--- config.mk ---
export PLATFORM = sky130hd
export DESIGN_NAME = maint_hours_counter
export DESIGN_NICKNAME = d
export VERILOG_FILES = /design/src/mhc_pkg.sv /design/src/maint_hours_counter.sv /design/src/minute_tick.sv /design/src/pin_sync_edge.sv
export VERILOG_INCLUDE_DIRS = /design/src
export SDC_FILE = /design/constraint.sdc
export NUM_CORES = 2
export LEC_CHECK = 0
export ABC_AREA = 0
export BUFFER_PORTS_ARGS = -buffer_cell sky130_fd_sc_hd__buf_4
export CORE_MARGIN = 4
export CORE_UTILIZATION = 35
export CTS_CLUSTER_DIAMETER = 100
export DETAILED_ROUTE_END_ITERATION = 6
export PLACE_DENSITY = 0.6
export SLEW_MARGIN = 10
export SYNTH_ARGS = -nofsm -noshare
export SYNTH_HDL_FRONTEND = slang
export SYNTH_SLANG_ARGS = --single-unit
--- constraint.sdc ---
create_clock -name mclk_in -period 205.9 [get_ports mclk_in]
set_input_delay 10.295 -clock mclk_in [delete_from_list [all_inputs] [get_ports mclk_in]]
set_output_delay 10.295 -clock mclk_in [all_outputs]
set_load 0.03 [all_outputs]
--- src/mhc_defines.svh ---
// offsets, field positions, limits and timing constants of the maintenance hours counter
`ifndef MHC_DEFINES_SVH
`define MHC_DEFINES_SVH

// ----------------------------------------------------------------
// register offsets (byte addresses)
// ----------------------------------------------------------------
`define REG_CTRL         5'h00
`define REG_SPAN         5'h04
`define REG_HOURS_PRESET 5'h08
`define REG_TIME_LEFT    5'h0c
`define REG_HOURS        5'h10
`define REG_STATUS       5'h14
`define REG_IRQ_STAT     5'h18
`define REG_IRQ_MASK     5'h1c

// ----------------------------------------------------------------
// field positions
// ----------------------------------------------------------------
`define CTRL_MODE_BIT    0
`define CTRL_SRC_BIT     1
`define CTRL_RUN_BIT     2
`define HOURS_FIELD_LSB  0
`define MINS_FIELD_LSB   24
`define IRQ_DUE_BIT      0
`define IRQ_KICK_BIT     1
`define IRQ_WIPE_BIT     2
`define IRQ_SAT_BIT      3
`define IRQ_WIDTH        4
`define PIN_MON          0
`define PIN_KICK         1
`define PIN_WIPE         2

// ----------------------------------------------------------------
// reset values and limits
// ----------------------------------------------------------------
`define IRQ_MASK_RST     4'h0
`define HOURS_LIMIT      17'h1869f
`define SPAN_MAX_HOURS   14'h270f
`define MIN_LAST         6'h3b
`define MINS_PER_HOUR    6'h3c

// ----------------------------------------------------------------
// timing
// ----------------------------------------------------------------
`define MINUTE_NS        36'hdf8475800
`define CLK_PERIOD_NS    36'h4

`endif

--- src/mhc_pkg.sv ---
// types shared by the maintenance hours counter files
package mhc_pkg;

    typedef struct packed {
        logic [13:0] hours;
        logic [5:0]  mins;
    } span_time_t;

    typedef struct packed {
        logic [16:0] hours;
        logic [5:0]  mins;
    } accrued_time_t;

    typedef enum logic {
        KICK_CLEARS,
        IDLE_CLEARS
    } due_mode_t;

    typedef enum logic {
        SPAN_FIXED,
        SPAN_LIVE
    } span_src_t;

endpackage : mhc_pkg

--- src/maint_hours_counter.sv ---
// maintenance hours counter: accrued time, time left to service, due output
//
// Strobed register access and the address map are this design's own decisions.
`include "mhc_defines.svh"

module maint_hours_counter #(
    parameter logic [35:0] MINUTE_CYCLES = 36'(`MINUTE_NS / `CLK_PERIOD_NS)
) (
    // clock and reset
    input  wire logic        mclk_in,
    input  wire logic        sys_rst_in,
    input  wire logic        backup_clr_in,
    // plant pins
    input  wire logic        monitor_in,
    input  wire logic        kick_in,
    input  wire logic        wipe_all_in,
    // live value of another function
    input  wire logic [15:0] ext_span_in,
    // register port
    input  wire logic [4:0]  reg_addr_in,
    input  wire logic [31:0] reg_wdata_in,
    input  wire logic        reg_wr_in,
    input  wire logic        reg_rd_in,
    output logic      [31:0] reg_rdata_out,
    // results
    output logic             due_out,
    output logic             irq_out
);

    // ----------------------------------------------------------------
    // functions
    // ----------------------------------------------------------------
    function automatic mhc_pkg::span_time_t clamp_span(input logic [16:0] h, input logic [5:0] m);
        mhc_pkg::span_time_t s;
        s.hours = (h > 17'(`SPAN_MAX_HOURS)) ? `SPAN_MAX_HOURS : h[13:0];
        s.mins  = (m > `MIN_LAST) ? `MIN_LAST : m;
        return s;
    endfunction : clamp_span

    function automatic logic [22:0] to_minutes(input logic [16:0] h, input logic [5:0] m);
        return 23'(h) * 23'(`MINS_PER_HOUR) + 23'(m);
    endfunction : to_minutes

    // ----------------------------------------------------------------
    // pins and time base
    // ----------------------------------------------------------------
    logic [2:0] pin_lvl;
    logic [2:0] pin_rise;
    logic       min_tick;

    pin_sync_edge #(.W(3)) u_sync (
        .mclk_in    (mclk_in),
        .sys_rst_in (sys_rst_in),
        .pin_in     ({wipe_all_in, kick_in, monitor_in}),
        .level_out  (pin_lvl),
        .rise_out   (pin_rise)
    );

    minute_tick #(.MINUTE_CYCLES(MINUTE_CYCLES)) u_tick (
        .mclk_in    (mclk_in),
        .sys_rst_in (sys_rst_in),
        .tick_out   (min_tick)
    );

    logic mon_lvl;
    logic kick_lvl;
    logic wipe_lvl;
    logic kick_rise;
    logic wipe_rise;
    logic count_en;

    assign mon_lvl   = pin_lvl[`PIN_MON];
    assign kick_lvl  = pin_lvl[`PIN_KICK];
    assign wipe_lvl  = pin_lvl[`PIN_WIPE];
    assign kick_rise = pin_rise[`PIN_KICK];
    assign wipe_rise = pin_rise[`PIN_WIPE];
    assign count_en  = min_tick & mon_lvl;

    // ----------------------------------------------------------------
    // control register
    // ----------------------------------------------------------------
    mhc_pkg::due_mode_t due_mode_r;
    mhc_pkg::span_src_t span_src_r;
    logic               run_r;
    logic               ctrl_wr;
    logic               span_wr;
    logic               preset_wr;
    logic               stat_rd;

    assign ctrl_wr   = reg_wr_in && (reg_addr_in == `REG_CTRL);
    assign span_wr   = reg_wr_in && (reg_addr_in == `REG_SPAN);
    assign preset_wr = reg_wr_in && (reg_addr_in == `REG_HOURS_PRESET) && !run_r;
    assign stat_rd   = reg_rd_in && (reg_addr_in == `REG_IRQ_STAT);

    always_ff @(posedge mclk_in) begin
        if (sys_rst_in) begin
            due_mode_r <= mhc_pkg::KICK_CLEARS;
            span_src_r <= mhc_pkg::SPAN_FIXED;
            run_r      <= 1'b0;
        end else if (ctrl_wr) begin
            due_mode_r <= mhc_pkg::due_mode_t'(reg_wdata_in[`CTRL_MODE_BIT]);
            span_src_r <= mhc_pkg::span_src_t'(reg_wdata_in[`CTRL_SRC_BIT]);
            run_r      <= reg_wdata_in[`CTRL_RUN_BIT];
        end
    end

    // ----------------------------------------------------------------
    // service span (retained, cleared only on backup loss)
    // ----------------------------------------------------------------
    mhc_pkg::span_time_t span_r;
    mhc_pkg::span_time_t span_last_r;
    mhc_pkg::span_time_t span_cur;
    logic                span_chg;

    always_ff @(posedge mclk_in) begin
        if (backup_clr_in) begin
            span_r <= '0;
        end else if (span_wr) begin
            span_r <= clamp_span(17'(reg_wdata_in[15:0]), reg_wdata_in[`MINS_FIELD_LSB +: 6]);
        end
    end

    always_comb begin
        if (span_src_r == mhc_pkg::SPAN_LIVE) begin
            span_cur = clamp_span(17'(ext_span_in), 6'h0);
        end else begin
            span_cur = span_r;
        end
    end

    always_ff @(posedge mclk_in) begin
        if (backup_clr_in) begin
            span_last_r <= '0;
        end else begin
            span_last_r <= span_cur;
        end
    end

    assign span_chg = (span_cur != span_last_r);

    // ----------------------------------------------------------------
    // hours preset arithmetic
    // ----------------------------------------------------------------
    mhc_pkg::accrued_time_t preset_val;
    mhc_pkg::span_time_t    preset_left;
    logic [22:0]            span_min;
    logic [22:0]            acc_min;
    logic [22:0]            left_min;

    always_comb begin
        preset_val.hours = (reg_wdata_in[16:0] > `HOURS_LIMIT) ? `HOURS_LIMIT : reg_wdata_in[16:0];
        preset_val.mins  = (reg_wdata_in[`MINS_FIELD_LSB +: 6] > `MIN_LAST) ? `MIN_LAST
                                                                             : reg_wdata_in[`MINS_FIELD_LSB +: 6];
        span_min = to_minutes(17'(span_cur.hours), span_cur.mins);
        acc_min  = to_minutes(preset_val.hours, preset_val.mins);
        left_min = (span_min == 23'h0) ? 23'h0 : span_min - (acc_min % span_min);
        preset_left.hours = 14'(left_min / 23'(`MINS_PER_HOUR));
        preset_left.mins  = 6'(left_min % 23'(`MINS_PER_HOUR));
    end

    // ----------------------------------------------------------------
    // time left (retained)
    // ----------------------------------------------------------------
    mhc_pkg::span_time_t time_left_r;
    logic                left_zero;

    assign left_zero = (time_left_r == '0);

    always_ff @(posedge mclk_in) begin
        if (backup_clr_in) begin
            time_left_r <= '0;
        end else if (kick_rise || wipe_rise) begin
            time_left_r <= span_cur;
        end else if (span_chg) begin
            time_left_r <= span_cur;
        end else if (preset_wr) begin
            time_left_r <= preset_left;
        end else if (count_en && !left_zero) begin
            if (time_left_r.mins == 6'h0) begin
                time_left_r.hours <= time_left_r.hours - 14'h1;
                time_left_r.mins  <= `MIN_LAST;
            end else begin
                time_left_r.mins  <= time_left_r.mins - 6'h1;
            end
        end
    end

    // ----------------------------------------------------------------
    // accrued hours (retained)
    // ----------------------------------------------------------------
    mhc_pkg::accrued_time_t accrued_r;
    logic                   acc_sat;

    assign acc_sat = (accrued_r.hours == `HOURS_LIMIT);

    always_ff @(posedge mclk_in) begin
        if (backup_clr_in) begin
            accrued_r <= '0;
        end else if (wipe_rise) begin
            accrued_r <= '0;
        end else if (preset_wr) begin
            accrued_r <= preset_val;
        end else if (count_en && !acc_sat) begin
            if (accrued_r.mins == `MIN_LAST) begin
                accrued_r.hours <= accrued_r.hours + 17'h1;
                accrued_r.mins  <= 6'h0;
            end else begin
                accrued_r.mins  <= accrued_r.mins + 6'h1;
            end
        end
    end

    // ----------------------------------------------------------------
    // due output
    // ----------------------------------------------------------------
    logic due_r;
    logic due_clr;
    logic due_nxt;

    assign due_clr = kick_lvl || wipe_lvl || ((due_mode_r == mhc_pkg::IDLE_CLEARS) && !mon_lvl);
    assign due_nxt = !due_clr && left_zero;

    always_ff @(posedge mclk_in) begin
        if (sys_rst_in) begin
            due_r <= 1'b0;
        end else begin
            due_r <= due_nxt;
        end
    end

    assign due_out = due_r;

    // ----------------------------------------------------------------
    // interrupts
    // ----------------------------------------------------------------
    logic [`IRQ_WIDTH-1:0] irq_stat_r;
    logic [`IRQ_WIDTH-1:0] irq_mask_r;
    logic [`IRQ_WIDTH-1:0] irq_evt;

    always_comb begin
        irq_evt                = '0;
        irq_evt[`IRQ_DUE_BIT]  = due_nxt && !due_r;
        irq_evt[`IRQ_KICK_BIT] = kick_rise;
        irq_evt[`IRQ_WIPE_BIT] = wipe_rise;
        irq_evt[`IRQ_SAT_BIT]  = count_en && !acc_sat && (accrued_r.hours == `HOURS_LIMIT - 17'h1)
                                 && (accrued_r.mins == `MIN_LAST);
    end

    always_ff @(posedge mclk_in) begin
        if (sys_rst_in) begin
            irq_stat_r <= '0;
        end else if (stat_rd) begin
            irq_stat_r <= irq_evt;
        end else begin
            irq_stat_r <= irq_stat_r | irq_evt;
        end
    end

    always_ff @(posedge mclk_in) begin
        if (sys_rst_in) begin
            irq_mask_r <= `IRQ_MASK_RST;
        end else if (reg_wr_in && (reg_addr_in == `REG_IRQ_MASK)) begin
            irq_mask_r <= reg_wdata_in[`IRQ_WIDTH-1:0];
        end
    end

    assign irq_out = |(irq_stat_r & irq_mask_r);

    // ----------------------------------------------------------------
    // register read
    // ----------------------------------------------------------------
    logic [31:0] rdata_r;
    logic [31:0] rdata_nxt;

    always_comb begin
        rdata_nxt = '0;
        unique case (reg_addr_in)
            `REG_CTRL: begin
                rdata_nxt[`CTRL_MODE_BIT] = due_mode_r;
                rdata_nxt[`CTRL_SRC_BIT]  = span_src_r;
                rdata_nxt[`CTRL_RUN_BIT]  = run_r;
            end
            `REG_SPAN: begin
                rdata_nxt[13:0]                  = span_cur.hours;
                rdata_nxt[`MINS_FIELD_LSB +: 6]  = span_cur.mins;
            end
            `REG_TIME_LEFT: begin
                rdata_nxt[13:0]                  = time_left_r.hours;
                rdata_nxt[`MINS_FIELD_LSB +: 6]  = time_left_r.mins;
            end
            `REG_HOURS: begin
                rdata_nxt[16:0]                  = accrued_r.hours;
                rdata_nxt[`MINS_FIELD_LSB +: 6]  = accrued_r.mins;
            end
            `REG_STATUS: begin
                rdata_nxt[0] = due_r;
                rdata_nxt[1] = mon_lvl;
                rdata_nxt[2] = acc_sat;
            end
            `REG_IRQ_STAT: rdata_nxt[`IRQ_WIDTH-1:0] = irq_stat_r;
            `REG_IRQ_MASK: rdata_nxt[`IRQ_WIDTH-1:0] = irq_mask_r;
            default:       rdata_nxt = '0;
        endcase
    end

    always_ff @(posedge mclk_in) begin
        if (sys_rst_in) begin
            rdata_r <= '0;
        end else if (reg_rd_in) begin
            rdata_r <= rdata_nxt;
        end else begin
            rdata_r <= '0;
        end
    end

    assign reg_rdata_out = rdata_r;
endmodule : maint_hours_counter

--- src/minute_tick.sv ---
// one-cycle pulse once per minute of mclk_in
module minute_tick #(
    parameter logic [35:0] MINUTE_CYCLES = 36'h37e11d600
) (
    // clock and reset
    input  wire logic mclk_in,
    input  wire logic sys_rst_in,
    // time base
    output logic      tick_out
);

    logic [35:0] cnt_r;
    logic        tick_r;

    always_ff @(posedge mclk_in) begin
        if (sys_rst_in) begin
            cnt_r  <= '0;
            tick_r <= 1'b0;
        end else if (cnt_r >= MINUTE_CYCLES - 36'h1) begin
            cnt_r  <= '0;
            tick_r <= 1'b1;
        end else begin
            cnt_r  <= cnt_r + 36'h1;
            tick_r <= 1'b0;
        end
    end

    assign tick_out = tick_r;

endmodule : minute_tick

--- src/pin_sync_edge.sv ---
// two-flop synchronisers with rising-edge detect for plant pins
module pin_sync_edge #(
    parameter int W = 3
) (
    // clock and reset
    input  wire logic         mclk_in,
    input  wire logic         sys_rst_in,
    // raw pins
    input  wire logic [W-1:0] pin_in,
    // synchronised level and edge
    output logic      [W-1:0] level_out,
    output logic      [W-1:0] rise_out
);

    logic [W-1:0] meta_r;
    logic [W-1:0] stable_r;
    logic [W-1:0] prev_r;

    always_ff @(posedge mclk_in) begin
        if (sys_rst_in) begin
            meta_r   <= '0;
            stable_r <= '0;
            prev_r   <= '0;
        end else begin
            meta_r   <= pin_in;
            stable_r <= meta_r;
            prev_r   <= stable_r;
        end
    end

    assign level_out = stable_r;
    assign rise_out  = stable_r & ~prev_r;

endmodule : pin_sync_edge

Yosys cells after proc, flatten, opt, wreduce, memory -nomap -nowiden
Cells that the tools add are included.

$add $sub $neg: 8. $mul: 2. Div/mod/pow operators: 3. Order comparisons: 5. Equality and inequality tests: 11. Muxes and demuxes: 22. Bitwise operators: 7. Reductions and logical operators: 37.

Operators by type and width (number): $mux W20 (5); $mux W23 (3); $mux W14 (3); $add A36 B1 Y36 const B (1); $ge A36 B34 Y1 const B (1); $eq A17 B17 Y1 const B (2); $mux W17 (2); $gt A16 B14 Y1 const B (2); $pmux W10 S3 (1); $add A23 B6 Y23 (1); $div A23 B6 Y23 const B (1); $logic_not A23 Y1 (1); $mod A23 B23 Y23 (1); $mod A23 B6 Y23 const B (1); $sub A21 B23 Y23 (1); $add A20 B6 Y21 (1); $mul A17 B4 Y21 const B (1); $pmux W3 S7 (1); $eq A5 B5 Y1 const B (4); $logic_not A20 Y1 (1); $ne A20 B20 Y1 (1); $mul A14 B4 Y18 const B (1); $mux W6 (3); $pmux W6 S3 (1); 29 further kinds (55).

Bits in registers: 173. Input bits: 61.

Depth between registers and ports, before layout
Depth after elaboration: 12. Gate-level depth with buffers: 312.

By module
From an unflattened synthesis, not the netlist that was laid out.

Cell total of the unflattened synthesis: 4113. Area total of the unflattened synthesis: 30175.2 µm².

By module, submodules not included: maint_hours_counter (instances 1, cells each 3895, area an instance 28163.3 µm², sequential area each 2362.3 µm²); minute_tick (instances 1, cells each 197, area an instance 1756.7 µm², sequential area each 740.7 µm²); pin_sync_edge (instances 1, cells each 21, area an instance 255.2 µm², sequential area each 180.2 µm²).

Worst setup path after synthesis
Ideal clock, no wire load.

Kind: input to register. From: in ext_span_in[4]. To: reg time_left_r[4] in the netlist's numbering. Arrival: 72342 ps. Setup slack: 133467 ps. Cell stages on the path: 286. Path buffers: 22. Path through: nor4_1 -> nor2_1 -> o31ai_1 -> nand3_1 -> o22ai_1 -> fa_1 -> inv_1 -> fa_1 -> inv_1 -> fa_1 -> inv_1 -> ha_1 -> o21ai_0 -> a21oi_1 -> nand4_2 -> nor3_4 -> nand4b_2 -> a21o_1 -> [... 250 more ...] -> or3_1 -> and3_1 -> buf_6 -> or2_4 -> and4b_2 -> mux2_4 -> mux2i_2 -> a2111o_1 -> o211ai_2 -> a221o_1 -> o311a_1 -> nor4_2 -> o41ai_1 -> a32o_1 -> a32o_1 -> or2_1 -> a211o_1 -> a311oi_1.

Cells in the longest elaborated chain, start to end: 12. Elaborated cells on any way between the ends: 15. Classes of those cells: 2 x add/sub; 1 x mul; 2 x div; 1 x order compare; 1 x eq/ne; 6 x mux; 2 x reduce/logical.

RTL lines: start: declaration (line maint_hours_counter.sv:18) `input wire logic [15:0] ext_span_in,`; $gt A16 B14 Y1 (line maint_hours_counter.sv:35) `` s.hours = (h > 17'(`SPAN_MAX_HOURS)) ? `SPAN_MAX_HOURS : h[13:0]; ``; $mux W14 * (line maint_hours_counter.sv:35); $mux W20 * (line maint_hours_counter.sv:124) `if (span_src_r == mhc_pkg::SPAN_LIVE) begin`; $mul A14 B4 Y18 (line maint_hours_counter.sv:41) `` return 23'(h) * 23'(`MINS_PER_HOUR) + 23'(m); ``; $add A20 B6 Y21 (line maint_hours_counter.sv:41); $mod A23 B23 Y23 (line maint_hours_counter.sv:156) `left_min = (span_min == 23'h0) ? 23'h0 : span_min - (acc_min % span_min);`; $sub A21 B23 Y23 (line maint_hours_counter.sv:156); $mux W23 (line maint_hours_counter.sv:156); $mod A23 B6 Y23 (line maint_hours_counter.sv:158) `` preset_left.mins = 6'(left_min % 23'(`MINS_PER_HOUR)); ``; $mux W20 (line maint_hours_counter.sv:176) `end else if (preset_wr) begin`; $mux W20 (line maint_hours_counter.sv:174) `end else if (span_chg) begin`; $mux W20 (line maint_hours_counter.sv:172) `end else if (kick_rise || wipe_rise) begin`; end signal: assignment (line maint_hours_counter.sv:173) `time_left_r <= span_cur;`; end signal: assignment (line maint_hours_counter.sv:175) `time_left_r <= span_cur;`; end signal: assignment (line maint_hours_counter.sv:177) `time_left_r <= preset_left;`; end: declaration (line maint_hours_counter.sv:164) `mhc_pkg::span_time_t time_left_r;`.

Every way passes the cells marked *; elsewhere a longest branch is shown, timed or not. A chain may end at the register's enable or synchronous reset.

==> summary.md <==
| Metric | Value |
|---|---|
| Status | `complete, no violations` |
| Reg2reg start | `span_src_r$_SDFFE_PP0P_` |
| CP max-delay cell | `o22ai_1` |
| DRT Pass-1 Iters | `5` |
| Die X | `~300 um` |
| Vias per Instance | `5.66` |
| CTS tree | `yes` |
| Register area share after synthesis | `a little over a tenth` |
| Min Tclk post-route | `83.17 ns` |
| Fillers | `roughly 9.0k` |
| Main synth FF type | `dfxtp_1` |
| Uppermost layer routed | `met4` |
| Max Slew Vio Count | `0` |
| Clock root buffer master | `clkbuf_16` |
| Synth Instances | `~4.2k` |
| Met3 wire length | `~3.5 mm` |
| CTS Buffer Depth | `2` |
| Post-CTS Hold Buffers | `0` |
| Area growth syn-to-layout | `8.33%` |
| Drt total wl | `90.1 mm` |
| Global Route Usage Sum | `between 10% and 20%` |
| Core area | `approximately 86,000 um^2` |
| Post-route fraction of the period consumed by the critical path | `about 40%` |
| Storage cell area | `3260 um^2` |
| Post-Route Skew | `between 0.01 and 0.015 ns` |
| Via count | `between 30k and 40k` |
| Synth async-reset ratio | `0%` |
| Post-route DRC violation count | `0` |
| Die area | `roughly 91,000 um^2` |
| Diodes inserted | `0` |
| Net count, final | `roughly 4.7k` |
| DR WL met2 | `40.3 mm` |
| Critical path type | `input pin to flop` |
| Die H | `302 um` |
| Most Frequent Cell on Critical Path | `ha_1` |
| CP Data Required Time | `206.24 ns` |
| Multi-input logic area | `around 26,000 um^2` |
| Final setup fails | `0` |
| Unique masters post-synth | `115` |
| Num CTS Buffers | `17` |
| Crit path DAT | `83.51 ns` |
| RSZ-0062 raised after global routing | `no` |
| Clock slew at reported path FFs | `about 0.070 ns` |
| Tightest Pin Transition | `1.13 ns` |
| Most frequent cells in the layout | `nor2_1, ha_1, nand2_1` |
| I/O pin count | `95` |
| Syn Std Cell Area | `30,300 um^2` |
| Post-CTS setup buffer count | `0` |
| Placer Congestion | `about 0.91` |
| Layout cell share with drive strength beyond 1 | `between 7 and 8%` |
| Fmax | `~0.012 GHz` |
| Routed wire per std cell | `16.8 um` |
| Worst skew pair latency | `0.44 ns` |
| Met1 WL | `between 40 and 50 mm` |
| First-pass GRT wire length | `~140 mm` |
| Startpoint Class | `input pin` |
| PostCTS Resize Cnt | `0` |
| Mean area per synthesized cell | `between 7 and 8 um^2` |
| Hold Crit Class | `flop to flop` |
| DRT antenna net count | `0` |
| TNS Setup | `0 ns` |
| GRT overflow | `0` |
| Core Rows | `between 100 and 150` |
| Initial Utilization | `35.4%` |
| Synth warnings | `0` |
| Flip-flop and latch count after synthesis | `roughly 160` |
| Commonest non-fill, non-tap cell in the layout | `nor2_1` |
| H-tree depth | `4` |
| Antenna violations before repair | `0` |
| Largest net degree at the start of global routing | `62` |
| Number of global-route vias before repair | `around 28k` |
| Worst hold stages | `1` |
| DRT iter0 DRCs | `approximately 2.0k` |
| Worst reg-to-reg path cell count | `about 270` |
| I/O Buffers | `76` |
| Hold Fails Final Rpt | `0` |
| Hold path start | `u_sync.meta_r[1]$_SDFF_PP0_` |
| CP endpoint kind | `flop` |
| Reg2Reg Setup Slack | `133.00 ns` |
| HPWL after DPL | `72.5 mm` |
| FF-to-FF End | `time_left_r[4]$_SDFFE_PP0P_` |
| Sink Count | `approximately 160` |
| CP max FO | `38` |
| Max-Cap Viols | `0` |
| EDFF count, synth | `0` |
| Slew margin rel. | `roughly a quarter` |
| Worst stage delay on the critical path | `between 0.7 and 0.8 ns` |
| Hold endpoint | `u_sync.level_out[1]$_SDFF_PP0_` |
==> registers in the layout, indices dropped and copies added (netlist names), 2 cells and up <==
name and count:
u_tick.cnt_r 36, accrued_r 23, reg_rdata_out 23, span_last_r 20, span_r 20, time_left_r 20, irq_mask_r 4, irq_stat_r 4
u_sync.level_out 3, u_sync.meta_r 3, u_sync.prev_r 2
==> worst max path at each step <==
stage                   start                     endpoint
6_report       ext_span_in[4]  time_left_r[4]$_SDFFE_PP0P_
5_1_grt        ext_span_in[4]  time_left_r[4]$_SDFFE_PP0P_
4_1_cts        ext_span_in[4]  time_left_r[4]$_SDFFE_PP0P_
3_5_place_dp   ext_span_in[4]  time_left_r[4]$_SDFFE_PP0P_
3_3_place_gp   ext_span_in[4]  time_left_r[4]$_SDFFE_PP0P_
2_1_floorplan  ext_span_in[4]  time_left_r[4]$_SDFFE_PP0P_
==> synth_stat cells, drive strengths merged (13+ instances only) <==
cell type	number	area [um^2]
buf	26	155
a21boi	17	128
inv	234	878
ha	359	4490
dfxtp	163	3260
and2	59	369
o21bai	25	188
and3	49	317
nor3	140	717
a31oi	44	282
or2	40	253
o2111ai	15	131
mux2i	36	377
o211ai	51	388
a22oi	37	278
o31ai	54	405
o21ai	217	1090
or3	29	181
xor2	138	1220
o31a	15	131
a211oi	84	683
xnor2	184	1640
a211o	18	158
nor3b	16	120
clkbuf	110	413
a21o	87	653
and4	13	114
nand4	54	344
a21oi	324	1630
a221oi	23	219
nor2b	66	415
nand2	327	1240
o21a	80	601
nand2b	43	269
nand3	115	576
a311oi	13	114
fa	54	1080
nor2	515	1940
mux2	66	747
nor4	40	287
==> metrics by stage <==
| stage | utilization [%] | cells | setup slack (ns) | cell area [um^2] | hold slack [ns] |
|---|---|---|---|---|---|
| 6_report | 38.3 | 5351 | 122.73 | 32800 | 0.440 |
| 4_1_cts | 38.3 | 5351 | 123.30 | 32800 | 0.440 |
| 5_1_grt | 38.3 | 5351 | 116.08 | 32800 | 0.459 |
| 3_5_place_dp | 37.6 | 5319 | 123.06 | 32200 | 0.424 |
| 3_3_place_gp | 37.6 | 5319 | 123.53 | 32200 | 0.423 |
| 2_1_floorplan | - | 4184 | 133.47 | 30300 | 0.414 |
==> routing by layer <==
metal  global-route usage, %  up-vias
met2                    31.0      671
met4                    3.88        0
li1                        -    15400
met3                    1.21       99
met1                    27.6    14200
met5                       0        -
==> critical path: cells and delay by family <==
| family | cells | cell delay, ns |
|---|---|---|
| adder cells (fa/ha/maj) | 27 | 8.54 |
| XOR/XNOR | 5 | 1.43 |
| multiplexers | 15 | 5.28 |
| buffers and inverters | 14 | 3.12 |
| AND/OR/NAND/NOR | 80 | 21.89 |
| AO/OA/AOI/OAI | 132 | 32.74 |
==> area by class of cell <==
cell class	instances	area share [%]
well taps	1144	4.36
inverters	234	2.68
repair buffers	127	2.91
flip-flops and latches	163	9.95
multi-input cells	3651	78.2
clock inverters	14	0.614
clock buffers	18	1.31
==> logic make-up after synthesis <==
group | Yosys count | share of synthesized area (%)
and+or+nand+nor | 1554 | 24.9
AOI/OAI and AO/OA | 1244 | 27.8
adders and majority gates | 418 | 18.6
buffers and inverters | 370 | 4.78
xor gates and xnor gates | 322 | 9.44
DFF | 163 | 10.8
muxes | 102 | 3.71
other | 1 | 0.0124
Power is not shown: default switching activity piles up to over one toggle a cycle in this logic, so the estimate is an artifact.
